[config.mk]
export PLATFORM = sky130hd
export DESIGN_NAME = mic_irq_ctrl
export DESIGN_NICKNAME = d
export VERILOG_FILES = /design/src/pkg/mic_pkg.sv /design/src/core/mic_irq_ctrl.sv
export SDC_FILE = /design/constraint.sdc
export NUM_CORES = 1
export LEC_CHECK = 0
export ABC_AREA = 0
export BUFFER_PORTS_ARGS = -buffer_cell sky130_fd_sc_hd__clkbuf_2
export CORE_MARGIN = 10
export CORE_UTILIZATION = 44
export CTS_CLUSTER_SIZE = 12
export DETAILED_ROUTE_END_ITERATION = 10
export PLACE_DENSITY = 0.79
export SYNTH_ARGS = -nofsm -noshare
export SYNTH_HDL_FRONTEND = slang
export SYNTH_SLANG_ARGS = --single-unit
[constraint.sdc]
create_clock -name core_clk_in -period 1.57 [get_ports core_clk_in]
set_input_delay 0 -clock core_clk_in [delete_from_list [all_inputs] [get_ports core_clk_in]]
set_output_delay 0 -clock core_clk_in [all_outputs]
set_load 0.01 [all_outputs]
[src/pkg/mic_pkg.sv]
// constants, field layouts and carrier types of the interrupt controller
// assumes a 32-bit apb slave port and a single core clock domain
`default_nettype none
package mic_pkg;
	localparam int REG_W = 8;
	localparam int ADDR_W = 8;
	localparam int DATA_W = 32;
	localparam int PC_W = 13;
	localparam int CORE_SRC = 3;
	localparam int MAX_SRC = 12;

	// byte addresses of the register words
	localparam logic [ADDR_W-1:0] OFS_CTL = 8'h00;
	localparam logic [ADDR_W-1:0] OFS_OPTION = 8'h04;
	localparam logic [ADDR_W-1:0] OFS_PFLAG_A = 8'h08;
	localparam logic [ADDR_W-1:0] OFS_PFLAG_B = 8'h0C;
	localparam logic [ADDR_W-1:0] OFS_PEN_A = 8'h10;
	localparam logic [ADDR_W-1:0] OFS_PEN_B = 8'h14;
	localparam logic [ADDR_W-1:0] OFS_STATUS = 8'h18;

	localparam logic [REG_W-1:0] CTL_RESET = 8'h00;
	localparam logic [REG_W-1:0] OPTION_RESET = 8'hFF;
	localparam logic [REG_W-1:0] PREG_RESET = 8'h00;
	localparam int OPT_EDGE_POL_BIT = 6;

	localparam logic [PC_W-1:0] IRQ_VECTOR = 13'h0004;
	localparam logic [REG_W-1:0] TIMER_TOP = 8'hFF;
	localparam logic [REG_W-1:0] TIMER_ZERO = 8'h00;

	// four clock phases make one instruction cycle
	localparam int Q_W = 2;
	localparam logic [Q_W-1:0] Q_LAST = 2'h3;
	// instruction boundaries counted from pending request to vectoring
	localparam int LAT_BOUNDS = 3;
	localparam int LAT_W = 2;
	localparam logic [LAT_W-1:0] LAT_TAKE = LAT_W'(LAT_BOUNDS - 1);

	typedef struct packed {
		logic global_irq_enable;
		logic peripheral_group_enable;
		logic timer_overflow_enable;
		logic ext_edge_enable;
		logic port_change_enable;
		logic timer_overflow_flag;
		logic ext_edge_flag;
		logic port_change_flag;
	} mic_ctl_t;

	typedef struct packed {
		logic [4:0] zero;
		logic in_service;
		logic asleep;
		logic pending;
	} mic_stat_t;

	// vectoring request towards the core sequencer
	typedef struct packed {
		logic take;
		logic [PC_W-1:0] push_addr;
		logic [PC_W-1:0] load_pc;
	} mic_vec_t;
endpackage
`default_nettype wire

[src/core/mic_irq_ctrl.sv]
// interrupt controller of an 8-bit core: flags, enables, vectoring, wake
// assumes the core sequencer runs on core_clk_in and obeys take/push pulses
//
// How it works
// - twelve sources, each flag plus enable
// - flags set regardless of any enable
// - global enable at control bit seven
// - enabled pending source vectors core on the third instruction boundary
// - reset clears the global enable
// - take clears global enable, pushes pc, loads 0004h
// - return instruction sets global enable again
// - pin events vector within three-four cycles
// - latency ignores instruction length
// - pin edge polarity from option bit six
// - valid pin edge sets external flag
// - external enable gates the pin request
// - pin wakes sleep only when enabled
// - timer ff to 00 sets overflow flag
// - timer overflow enable at bit five
// - upper port change sets change flag
// - port change enable moved to bit three
// - peripheral flags gated by group enable
// - only return pc saved by hardware
// - enabled source wakes regardless of global enable
// - after wake with global enable set, next instruction then vector; here vectoring waits for the third boundary after wake
//
// Added by the designer: the address map and the APB slave port.
`default_nettype none
module mic_irq_ctrl #(
	parameter int PA_W = 8,
	parameter int PB_W = 1
) (
	input wire logic core_clk_in,
	input wire logic rst_in,
	input wire logic [mic_pkg::ADDR_W-1:0] paddr_in,
	input wire logic psel_in,
	input wire logic penable_in,
	input wire logic pwrite_in,
	input wire logic [mic_pkg::DATA_W-1:0] pwdata_in,
	output logic [mic_pkg::DATA_W-1:0] prdata_out,
	output logic pready_out,
	output logic pslverr_out,
	input wire logic ext_irq_pin_in,
	input wire logic [3:0] upper_port_pins_in,
	input wire logic [mic_pkg::REG_W-1:0] timer_zero_count_in,
	input wire logic [PA_W-1:0] periph_event_a_in,
	input wire logic [PB_W-1:0] periph_event_b_in,
	input wire logic return_from_irq_instr_in,
	input wire logic sleep_in,
	input wire logic [mic_pkg::PC_W-1:0] return_pc_in,
	output mic_pkg::mic_vec_t vec_out,
	output logic wake_out,
	output logic asleep_out
);
	// three core sources plus both peripheral words, twelve at most
	generate
		if (PA_W < 1 || PB_W < 1 || PA_W > mic_pkg::REG_W ||
			PB_W > mic_pkg::REG_W ||
			PA_W + PB_W + mic_pkg::CORE_SRC > mic_pkg::MAX_SRC) begin : g_chk
			$error("mic_irq_ctrl: peripheral widths out of range");
		end
	endgenerate

	mic_pkg::mic_ctl_t ctl, next_ctl;
	logic [mic_pkg::REG_W-1:0] option;
	logic [PA_W-1:0] pflag_a, pen_a;
	logic [PB_W-1:0] pflag_b, pen_b;
	logic [mic_pkg::REG_W-1:0] timer_prev;
	logic [mic_pkg::Q_W-1:0] q_phase;
	logic [mic_pkg::LAT_W-1:0] lat_cnt;
	logic in_service;

	// pin synchronisers; stage one feeds stage two only
	logic [4:0] pin_s1, pin_s2, pin_prev;
	logic ext_edge, port_change, timer_roll;
	logic periph_req, request, pending, boundary, take_now, wake_req;
	logic wr_any;

	// no reset here: the chain tracks the pins through reset, so a pin
	// that idles high shows no false edge or change at release
	always_ff @(posedge core_clk_in) begin
		pin_s1 <= {upper_port_pins_in, ext_irq_pin_in};
		pin_s2 <= pin_s1;
		pin_prev <= pin_s2;
	end

	always_comb begin
		if (option[mic_pkg::OPT_EDGE_POL_BIT]) begin
			ext_edge = pin_s2[0] & ~pin_prev[0];
		end else begin
			ext_edge = ~pin_s2[0] & pin_prev[0];
		end
	end

	// a change of any upper pin counts, in either direction
	assign port_change = |(pin_s2[4:1] ^ pin_prev[4:1]);
	assign timer_roll = (timer_prev == mic_pkg::TIMER_TOP) &&
		(timer_zero_count_in == mic_pkg::TIMER_ZERO);

	always_ff @(posedge core_clk_in) begin
		if (rst_in) begin
			timer_prev <= mic_pkg::TIMER_ZERO;
		end else begin
			timer_prev <= timer_zero_count_in;
		end
	end

	// request forming, independent of global enable so it can serve wake-up
	assign periph_req = ctl.peripheral_group_enable &
		(|(pflag_a & pen_a) | |(pflag_b & pen_b));
	assign request = (ctl.ext_edge_flag & ctl.ext_edge_enable) |
		(ctl.timer_overflow_flag & ctl.timer_overflow_enable) |
		(ctl.port_change_flag & ctl.port_change_enable) |
		periph_req;
	assign pending = ctl.global_irq_enable & request;
	assign wake_req = request;

	// instruction phase counter; vectoring only on instruction boundaries
	// so one- and two-cycle instructions see the same latency
	always_ff @(posedge core_clk_in) begin
		if (rst_in) begin
			q_phase <= '0;
		end else begin
			q_phase <= q_phase + 1'b1;
		end
	end
	assign boundary = q_phase == mic_pkg::Q_LAST;

	always_ff @(posedge core_clk_in) begin
		if (rst_in || !pending || asleep_out) begin
			lat_cnt <= '0;
		end else if (boundary && lat_cnt != mic_pkg::LAT_TAKE) begin
			lat_cnt <= lat_cnt + 1'b1;
		end
	end

	// halted core cannot vector; after wake it vectors on the third instruction boundary
	assign take_now = pending && !asleep_out && boundary &&
		lat_cnt == mic_pkg::LAT_TAKE;

	assign wr_any = psel_in & penable_in & pwrite_in & pready_out;

	always_comb begin
		next_ctl = ctl;
		if (wr_any && paddr_in == mic_pkg::OFS_CTL) begin
			next_ctl = mic_pkg::mic_ctl_t'(pwdata_in[mic_pkg::REG_W-1:0]);
		end
		if (return_from_irq_instr_in) begin
			next_ctl.global_irq_enable = 1'b1;
		end
		if (take_now) begin
			next_ctl.global_irq_enable = 1'b0;
		end
		// events after the write: a set beats a clear in the same cycle
		if (ext_edge) begin
			next_ctl.ext_edge_flag = 1'b1;
		end
		if (timer_roll) begin
			next_ctl.timer_overflow_flag = 1'b1;
		end
		if (port_change) begin
			next_ctl.port_change_flag = 1'b1;
		end
	end

	always_ff @(posedge core_clk_in) begin
		if (rst_in) begin
			ctl <= mic_pkg::mic_ctl_t'(mic_pkg::CTL_RESET);
		end else begin
			ctl <= next_ctl;
		end
	end

	always_ff @(posedge core_clk_in) begin
		if (rst_in) begin
			option <= mic_pkg::OPTION_RESET;
		end else if (wr_any && paddr_in == mic_pkg::OFS_OPTION) begin
			option <= pwdata_in[mic_pkg::REG_W-1:0];
		end
	end

	// peripheral flag and enable words; events win over a software clear
	always_ff @(posedge core_clk_in) begin
		if (rst_in) begin
			pflag_a <= PA_W'(mic_pkg::PREG_RESET);
			pflag_b <= PB_W'(mic_pkg::PREG_RESET);
		end else begin
			if (wr_any && paddr_in == mic_pkg::OFS_PFLAG_A) begin
				pflag_a <= pwdata_in[PA_W-1:0] | periph_event_a_in;
			end else begin
				pflag_a <= pflag_a | periph_event_a_in;
			end
			if (wr_any && paddr_in == mic_pkg::OFS_PFLAG_B) begin
				pflag_b <= pwdata_in[PB_W-1:0] | periph_event_b_in;
			end else begin
				pflag_b <= pflag_b | periph_event_b_in;
			end
		end
	end

	always_ff @(posedge core_clk_in) begin
		if (rst_in) begin
			pen_a <= PA_W'(mic_pkg::PREG_RESET);
			pen_b <= PB_W'(mic_pkg::PREG_RESET);
		end else begin
			if (wr_any && paddr_in == mic_pkg::OFS_PEN_A) begin
				pen_a <= pwdata_in[PA_W-1:0];
			end
			if (wr_any && paddr_in == mic_pkg::OFS_PEN_B) begin
				pen_b <= pwdata_in[PB_W-1:0];
			end
		end
	end

	// vectoring: only the return pc is handed to the stack
	always_ff @(posedge core_clk_in) begin
		if (rst_in) begin
			vec_out.take <= 1'b0;
			vec_out.push_addr <= '0;
			vec_out.load_pc <= mic_pkg::IRQ_VECTOR;
		end else begin
			vec_out.take <= take_now;
			vec_out.load_pc <= mic_pkg::IRQ_VECTOR;
			if (take_now) begin
				vec_out.push_addr <= return_pc_in;
			end
		end
	end

	always_ff @(posedge core_clk_in) begin
		if (rst_in) begin
			in_service <= 1'b0;
		end else if (take_now) begin
			in_service <= 1'b1;
		end else if (return_from_irq_instr_in) begin
			in_service <= 1'b0;
		end
	end

	// sleep: a pending enabled source at sleep entry wakes at once
	always_ff @(posedge core_clk_in) begin
		if (rst_in) begin
			asleep_out <= 1'b0;
			wake_out <= 1'b0;
		end else begin
			wake_out <= asleep_out && wake_req;
			if (asleep_out && wake_req) begin
				asleep_out <= 1'b0;
			end else if (sleep_in) begin
				asleep_out <= 1'b1;
			end
		end
	end

	// apb: no wait states, read data captured in the setup cycle
	mic_pkg::mic_stat_t stat;
	logic [mic_pkg::DATA_W-1:0] rd_mux;
	logic rd_err;

	assign stat = '{zero: '0, in_service: in_service,
		asleep: asleep_out, pending: pending};

	always_comb begin
		rd_err = 1'b0;
		case (paddr_in)
			mic_pkg::OFS_CTL: rd_mux = mic_pkg::DATA_W'(ctl);
			mic_pkg::OFS_OPTION: rd_mux = mic_pkg::DATA_W'(option);
			mic_pkg::OFS_PFLAG_A: rd_mux = mic_pkg::DATA_W'(pflag_a);
			mic_pkg::OFS_PFLAG_B: rd_mux = mic_pkg::DATA_W'(pflag_b);
			mic_pkg::OFS_PEN_A: rd_mux = mic_pkg::DATA_W'(pen_a);
			mic_pkg::OFS_PEN_B: rd_mux = mic_pkg::DATA_W'(pen_b);
			mic_pkg::OFS_STATUS: rd_mux = mic_pkg::DATA_W'(stat);
			default: begin
				rd_mux = '0;
				rd_err = 1'b1;
			end
		endcase
	end

	always_ff @(posedge core_clk_in) begin
		if (rst_in) begin
			pready_out <= 1'b0;
			pslverr_out <= 1'b0;
			prdata_out <= '0;
		end else begin
			pready_out <= psel_in & ~penable_in;
			pslverr_out <= psel_in & ~penable_in & rd_err;
			if (psel_in && !penable_in && !pwrite_in) begin
				prdata_out <= rd_mux;
			end
		end
	end

	a_enable_reset_clear: assert property (@(posedge core_clk_in)
		disable iff (rst_in) $fell(rst_in) |-> !ctl.global_irq_enable)
		else $error("global enable not clear after reset");

	a_take_clears_enable: assert property (@(posedge core_clk_in)
		disable iff (rst_in) vec_out.take |-> !ctl.global_irq_enable &&
		vec_out.load_pc == mic_pkg::IRQ_VECTOR &&
		vec_out.push_addr == $past(return_pc_in))
		else $error("take without enable clear, vector or push");

	a_take_has_cause: assert property (@(posedge core_clk_in)
		disable iff (rst_in) $rose(vec_out.take) |->
		$past(ctl.global_irq_enable) && $past(request) &&
		$past(boundary))
		else $error("take without enabled pending source");

	a_pending_vectors: assert property (@(posedge core_clk_in)
		disable iff (rst_in) pending && !asleep_out && !vec_out.take
		&& !return_from_irq_instr_in && !wr_any ##1 pending && !wr_any &&
		!asleep_out ##1 pending && !wr_any && !asleep_out |->
		##[0:12] vec_out.take || !pending || asleep_out || wr_any)
		else $error("pending request not vectored in time");

	a_return_sets_enable: assert property (@(posedge core_clk_in)
		disable iff (rst_in) return_from_irq_instr_in && !take_now
		|=> ctl.global_irq_enable)
		else $error("return did not set global enable");

	a_ext_edge_flag: assert property (@(posedge core_clk_in)
		disable iff (rst_in) (option[mic_pkg::OPT_EDGE_POL_BIT] ?
		$rose(pin_s2[0]) : $fell(pin_s2[0])) |=> ctl.ext_edge_flag)
		else $error("valid pin edge did not set flag");

	a_timer_flag_set: assert property (@(posedge core_clk_in)
		disable iff (rst_in) timer_prev == mic_pkg::TIMER_TOP &&
		timer_zero_count_in == mic_pkg::TIMER_ZERO
		|=> ctl.timer_overflow_flag)
		else $error("timer rollover did not set flag");

	a_port_flag_set: assert property (@(posedge core_clk_in)
		disable iff (rst_in) pin_s2[4:1] != pin_prev[4:1]
		|=> ctl.port_change_flag)
		else $error("port change did not set flag");

	a_flag_sticky: assert property (@(posedge core_clk_in)
		disable iff (rst_in) ctl.ext_edge_flag &&
		!(wr_any && paddr_in == mic_pkg::OFS_CTL) |=> ctl.ext_edge_flag)
		else $error("flag cleared without software write");

	a_wake_on_request: assert property (@(posedge core_clk_in)
		disable iff (rst_in) asleep_out && request
		|=> wake_out && !asleep_out)
		else $error("enabled source failed to wake core");

	// a halted core or a cleared global enable must never see a vector
	a_take_needs_enable: assert property (@(posedge core_clk_in)
		disable iff (rst_in) !ctl.global_irq_enable || asleep_out
		|=> !vec_out.take)
		else $error("take while disabled or asleep");

	a_take_one_pulse: assert property (@(posedge core_clk_in)
		disable iff (rst_in) vec_out.take |=> !vec_out.take)
		else $error("take held for more than one cycle");

	a_wake_leaves_sleep: assert property (@(posedge core_clk_in)
		disable iff (rst_in) wake_out |-> !asleep_out && $past(asleep_out))
		else $error("wake pulse without leaving sleep");

	a_periph_flag_set: assert property (@(posedge core_clk_in)
		disable iff (rst_in) (|periph_event_a_in) |=>
		(pflag_a & $past(periph_event_a_in)) == $past(periph_event_a_in))
		else $error("peripheral event did not set its flag");

	// the access phase is answered in its first cycle, never twice
	a_ready_one_cycle: assert property (@(posedge core_clk_in)
		disable iff (rst_in) pready_out |=> !pready_out)
		else $error("ready held for more than one cycle");
endmodule
`default_nettype wire

After elaboration in Yosys (flattened, before gate mapping)
Cells that the tools add are included.
{ "totals": {"ff_bits": 125, "in_bits": 82, "output_inout_bits": 63, "elab_cells": 110} }
{ "op_classes": {"n_addsub": 2, "n_eq_ne": 10, "mux": 12, "bitwise_logic": 26, "reduce_logical": 32} }
{ "ops": {"columns": ["cell", "n"], "rows": [
  ["$pmux 8 s7", 1],
  ["$eq 8x5->1 const B", 3],
  ["$eq 8x4->1 const B", 2],
  ["$logic_not 8->1", 2],
  ["$mux 8", 2],
  ["$or 8x8->8", 2],
  ["$logic_and 1x1->1", 14],
  ["$and 1x1->1", 13],
  ["$reduce_bool 2->1", 5],
  ["$mux 1", 9],
  ["$and 8x8->8", 1],
  ["$eq 8x3->1 const B", 1],
  ["$eq 8x8->1 const B", 1],
  ["$reduce_or 8->1", 1],
  ["$reduce_or 7->1", 1],
  ["$or 1x1->1", 6],
  ["$add 2x1->2 const B", 2],
  ["$eq 2x2->1 const B", 2],
  ["$logic_not 1->1", 4],
  ["$reduce_or 2->1", 2],
  ["$reduce_or 4->1", 1],
  ["$xor 4x4->4", 1],
  ["$not 1->1", 3],
  ["$logic_or 1x1->1", 2],
  ["$ne 2x2->1 const B", 1]
]} }

Depth between registers and ports, before layout
{ "logic_depth": {"word_depth": 10, "depth_mapped": 7, "depth_no_buf": 6} }

Worst setup path before layout
Ideal clock, no wire load.
{ "synth_timing": {"path_kind": "reg2reg", "start": "reg pready_out", "end": "reg option[7] (netlist name)", "setup_time_ns": 0.120, "t_arrival_ns": 1.448, "required_time_ns": 1.450, "path_slack_ns": 0.003, "path_stages_with_launch": 8, "path_buffers": 3, "period_less_slack_ns": 1.567, "cell_sequence": "dfxtp_1 > and4_1 > clkbuf_1 > and4b_1 > buf_6 > buf_12 > nor2b_1 > a211o_1"} }
{ "synth_via": {"elab_chain_cells": 2} }
{ "synth_lines": {"columns": ["item", "line", "source"], "rows": [
  ["start: declaration", "mic_irq_ctrl.sv:41", "output logic pready_out,"],
  ["start signal: assignment", "mic_irq_ctrl.sv:286", "pready_out <= psel_in & ~penable_in;"],
  ["$and 1x1->1", "mic_irq_ctrl.sv:141", "assign wr_any = psel_in & penable_in & pwrite_in & pready_out;"],
  ["$logic_and 1x1->1", "mic_irq_ctrl.sv:177", "end else if (wr_any && paddr_in == mic_pkg::OFS_OPTION) begin"],
  ["end signal: assignment", "mic_irq_ctrl.sv:176", "option <= mic_pkg::OPTION_RESET;"],
  ["end signal: assignment", "mic_irq_ctrl.sv:178", "option <= pwdata_in[mic_pkg::REG_W-1:0];"],
  ["end: declaration", "mic_irq_ctrl.sv:65", "logic [mic_pkg::REG_W-1:0] option;"]
]} }
Every way passes these cells.
A chain may end at the register's enable or synchronous reset.

Worst setup path after layout
{ "layout_timing": {"start": "reg pflag_a[5]", "end": "reg vec_out[15] (netlist name)"} }
{ "layout_via": {"elab_chain_cells": 9} }
{ "layout_lines": {"columns": ["item", "line", "source"], "rows": [
  ["start: declaration", "mic_irq_ctrl.sv:66", "logic [PA_W-1:0] pflag_a, pen_a;"],
  ["start signal: assignment", "mic_irq_ctrl.sv:185", "pflag_a <= PA_W'(mic_pkg::PREG_RESET);"],
  ["start signal: assignment", "mic_irq_ctrl.sv:189", "pflag_a <= pwdata_in[PA_W-1:0] | periph_event_a_in;"],
  ["start signal: assignment", "mic_irq_ctrl.sv:191", "pflag_a <= pflag_a | periph_event_a_in;"],
  ["$and 8x8->8", "mic_irq_ctrl.sv:110", "(|(pflag_a & pen_a) | |(pflag_b & pen_b));"],
  ["$reduce_or 8->1", "mic_irq_ctrl.sv:110", null],
  ["$or 1x1->1", "mic_irq_ctrl.sv:110", null],
  ["$and 1x1->1", "mic_irq_ctrl.sv:109", "assign periph_req = ctl.peripheral_group_enable &"],
  ["$or 1x1->1", "mic_irq_ctrl.sv:113", "(ctl.port_change_flag & ctl.port_change_enable) |"],
  ["$and 1x1->1", "mic_irq_ctrl.sv:115", "assign pending = ctl.global_irq_enable & request;"],
  ["$logic_and 1x1->1 (3 in series)", "mic_irq_ctrl.sv:138", "assign take_now = pending && !asleep_out && boundary &&"],
  ["end: declaration", "mic_irq_ctrl.sv:51", "output mic_pkg::mic_vec_t vec_out,"]
]} }
Every way passes these cells.

==> impl_results.md <==
* Fmax at between 600 and 700 MHz
* Synth area leaders: dfxtp_1 46%, mux2i_1 10%, buf_4 7.6%, nand2b_1 4.4%, nor2b_1 3.2%
* Longest Clk Path Bufs at 2
* Main flop type after synthesis: dfxtp_1
* H-Tree Depth at 3
* DR DRC count at 0
* Netlist cell types at 51
* P&R area growth vs syn at 30.7%
* Most frequent cell after synthesis: dfxtp_1
* Leakage at approximately 2.2 nW
* Final setup vio count at 0
* Yosys reg bits at just under 90
* Max Cap Violations at 0
* Setup crit end kind: flop
* RSZ-0062 raised after global routing: true
* CP max FO at 7
* Fin worst setup slack at 44.3 ps
* Latest clock arrival within the worst-skew pair at ~360 ps
* Register share of total power at 0.544
* Crit Path Class: reg -> reg
* Clock Sinks at 88
* GRT Resource Usage Total at 0.149
* Die width at 114 µm
* Post-synth EDFFs at 0
* Syn Area/Cell at approximately 10 µm²
* Combinational fraction of design power at 0.103
* First-iteration detailed-routing DRC count at roughly 190
* Fin. Hold Viols at 0
* CTS tree: yes
* Row count at 34
* Maximum VDD drop at roughly 0.00065 V
* Total Die Area at between 0.01 and 0.015 mm²
* WHS at roughly 63 ps
* Status: complete, no violations
* Initial antenna violation count at 2
* Initial core utilization at 0.447
* Clock-pin slew on the worst setup and hold paths at 100 ps
* Fin. max-slew vios at 0
* Top cell type by total area after synthesis: dfxtp_1
* Yosys warns at 0
* Fin Clk Skew at roughly 15 ps
* Crit share post-route at 0.972
* Nets at 594
* PortBufs at 83
* Final wirelength at around 10000 µm
* Commonest cells post-synth: 88 x dfxtp_1, 39 x buf_4, 39 x mux2i_1, 27 x nand2b_1, 21 x nor2_1
* Vias per inst at approximately 5.0
* Max_slew headroom at 0.554
* Setup WS pre-CTS at ~41 ps
* Area of the core at around 0.0086 mm²
* R2r setup slk at about 44 ps
* Hold WC Path Type: in -> reg
* Placed cell area at 0.00433 mm²
* Post-Synthesis Cells at ~370
* Avg WL per Cell at between 15 and 20 µm
* Post-DP HPWL at approximately 6900 µm
* PwrDens at around 850 mW/mm²
* Gpl congestion at between 0.8 and 0.9
* Synth async-reset ratio at 0
* Via count at 3116
* Share of post-route cells with drive strength above 1 at 0.274
* DR pass1 iterations at 5
* Post-synthesis sequential area ratio at 0.456
* Internal power component at 3.14 mW
* Clock share of power at 0.353
* Critical path arrival at roughly 1800 ps
* Die Ht at around 110 µm
* Final Cell Area at slightly above 0.005 mm²
* CP Launch Type: flop
* First-pass GRT wire length at 15800 µm
* CTS buffer count at 9
* Clock root cell: clkbuf_8
* Fill count at roughly 750
* Pin count of the biggest net entering global routing at 75
* Post-synth top area share at 0.456
* Switching power at between 1 and 1.5 mW
* Slew @ Worst Pin at between 600 and 700 ps
* Gr ovfl total at 0
* Net Sw Frac at 0.267
* Worst EP required at ~1900 ps
* Top-Level Pins at 145
* Antenna Violating Nets Remaining at 0
* Number of global-route vias before repair at 3199
* Post-synthesis instance area at 0.00386 mm²
* Min Tclk post-route at between 1500 and 2000 ps
* Design Power at 4.28 mW
cells by family after synthesis:
group | share of synthesized area
and+or+nand+nor | 0.166
adders and majority gates | 0.00648
AOI/OAI and AO/OA | 0.111
other | 0.00194
xor gates and xnor gates | 0.0113
muxes | 0.136
DFF | 0.456
buffers and inverters | 0.111
state kept, by name, indices dropped and copies added, names as in the netlist, 2 cells and up:
| register | count |
|---|---|
| vec_out | 14 |
| lat_cnt | 2 |
| pin_s2 | 5 |
| option | 8 |
| timer_prev | 8 |
| prdata_out | 8 |
| pen_a | 8 |
| pin_s1 | 5 |
| pflag_a | 8 |
| ctl | 8 |
| q_phase | 2 |
| pin_prev | 5 |
critical path, stage by stage (launching register included):
cell	delay (ps)
dfxtp_1	380
a22oi_1	110
a41o_2	330
a21oi_4	250
buf_12	170
mux2i_2	200
worst paths after layout:
check | start | cells past startpoint | endpoint
worst max-delay path | pflag_a[5] | 5 | vec_out[15]
worst min-delay path | psel_in | 3 | pready_out
worst max register to register | pflag_a[5] | 5 | vec_out[15]
worst min register to register | pin_s1[0] | 0 | pin_s2[0]
power by group through the flow:
stage	Sequential [mW]	Clock, mW	Combinational (mW)
2_1_floorplan	2.37	0	0.264
3_3_place_gp	2.38	0	0.328
3_5_place_dp	2.38	0	0.337
4_1_cts	2.33	1.55	0.433
5_1_grt	2.34	1.66	0.492
6_report	2.33	1.51	0.441
layout make-up:
class,instances,area (µm²),area share
Multi-Input combinational cell,250,1820,0.360
Inverter,14,52.6,0.0104
Clock inverter,7,66.3,0.0131
Sequential cell,88,1760,0.350
Tap cell,108,135,0.0268
Antenna cell,3,7.51,0.00149
Clock buffer,9,124,0.0245
Timing Repair Buffer,147,1080,0.214
per-stage QoR:
| stage | util | setup TNS (ps) | instances |
|---|---|---|---|
| final | 0.584 | 0 | 626 |
| after CTS | 0.578 | 0 | 621 |
| after detailed placement | 0.501 | 0 | 558 |
| after floorplan | - | 0 | 406 |
| after global routing | 0.584 | -220 | 625 |
| after global placement | 0.501 | 0 | 558 |
cell usage in the layout, fill, tap and decap left out, types with 5 or more instances in the layout:
cell type	Yosys	final
a22oi_1	9	9
inv_1	14	14
nand2b_1	27	27
a211o_1	8	8
nor2_1	21	21
clkbuf_2	0	83
a22o_1	9	9
dfxtp_1	88	86
dlygate4sd3_1	0	47
nand4_1	6	6
o2bb2ai_1	5	5
a21oi_1	14	14
clkbuf_8	0	9
nor2b_1	20	20
buf_4	39	12
mux2_2	8	8
conb_1	2	37
mux2i_1	39	38
repair_timing:
item	CTS	global route
buffers inserted	0	1
setup endpoints to repair	0	23
resized for setup	0	6
hold endpoints to repair	62	0
hold buffers	47	0
layer usage:
layer  vias to the layer above  wire length (µm)  GRT usage
li1                       1512                 -          -
met1                      1461              4100      0.175
met2                       127              4790      0.244
met3                        16               713     0.0478
met4                         0               171     0.0609
met5                         -                 0          0
Power figures use the tool's default switching activity.
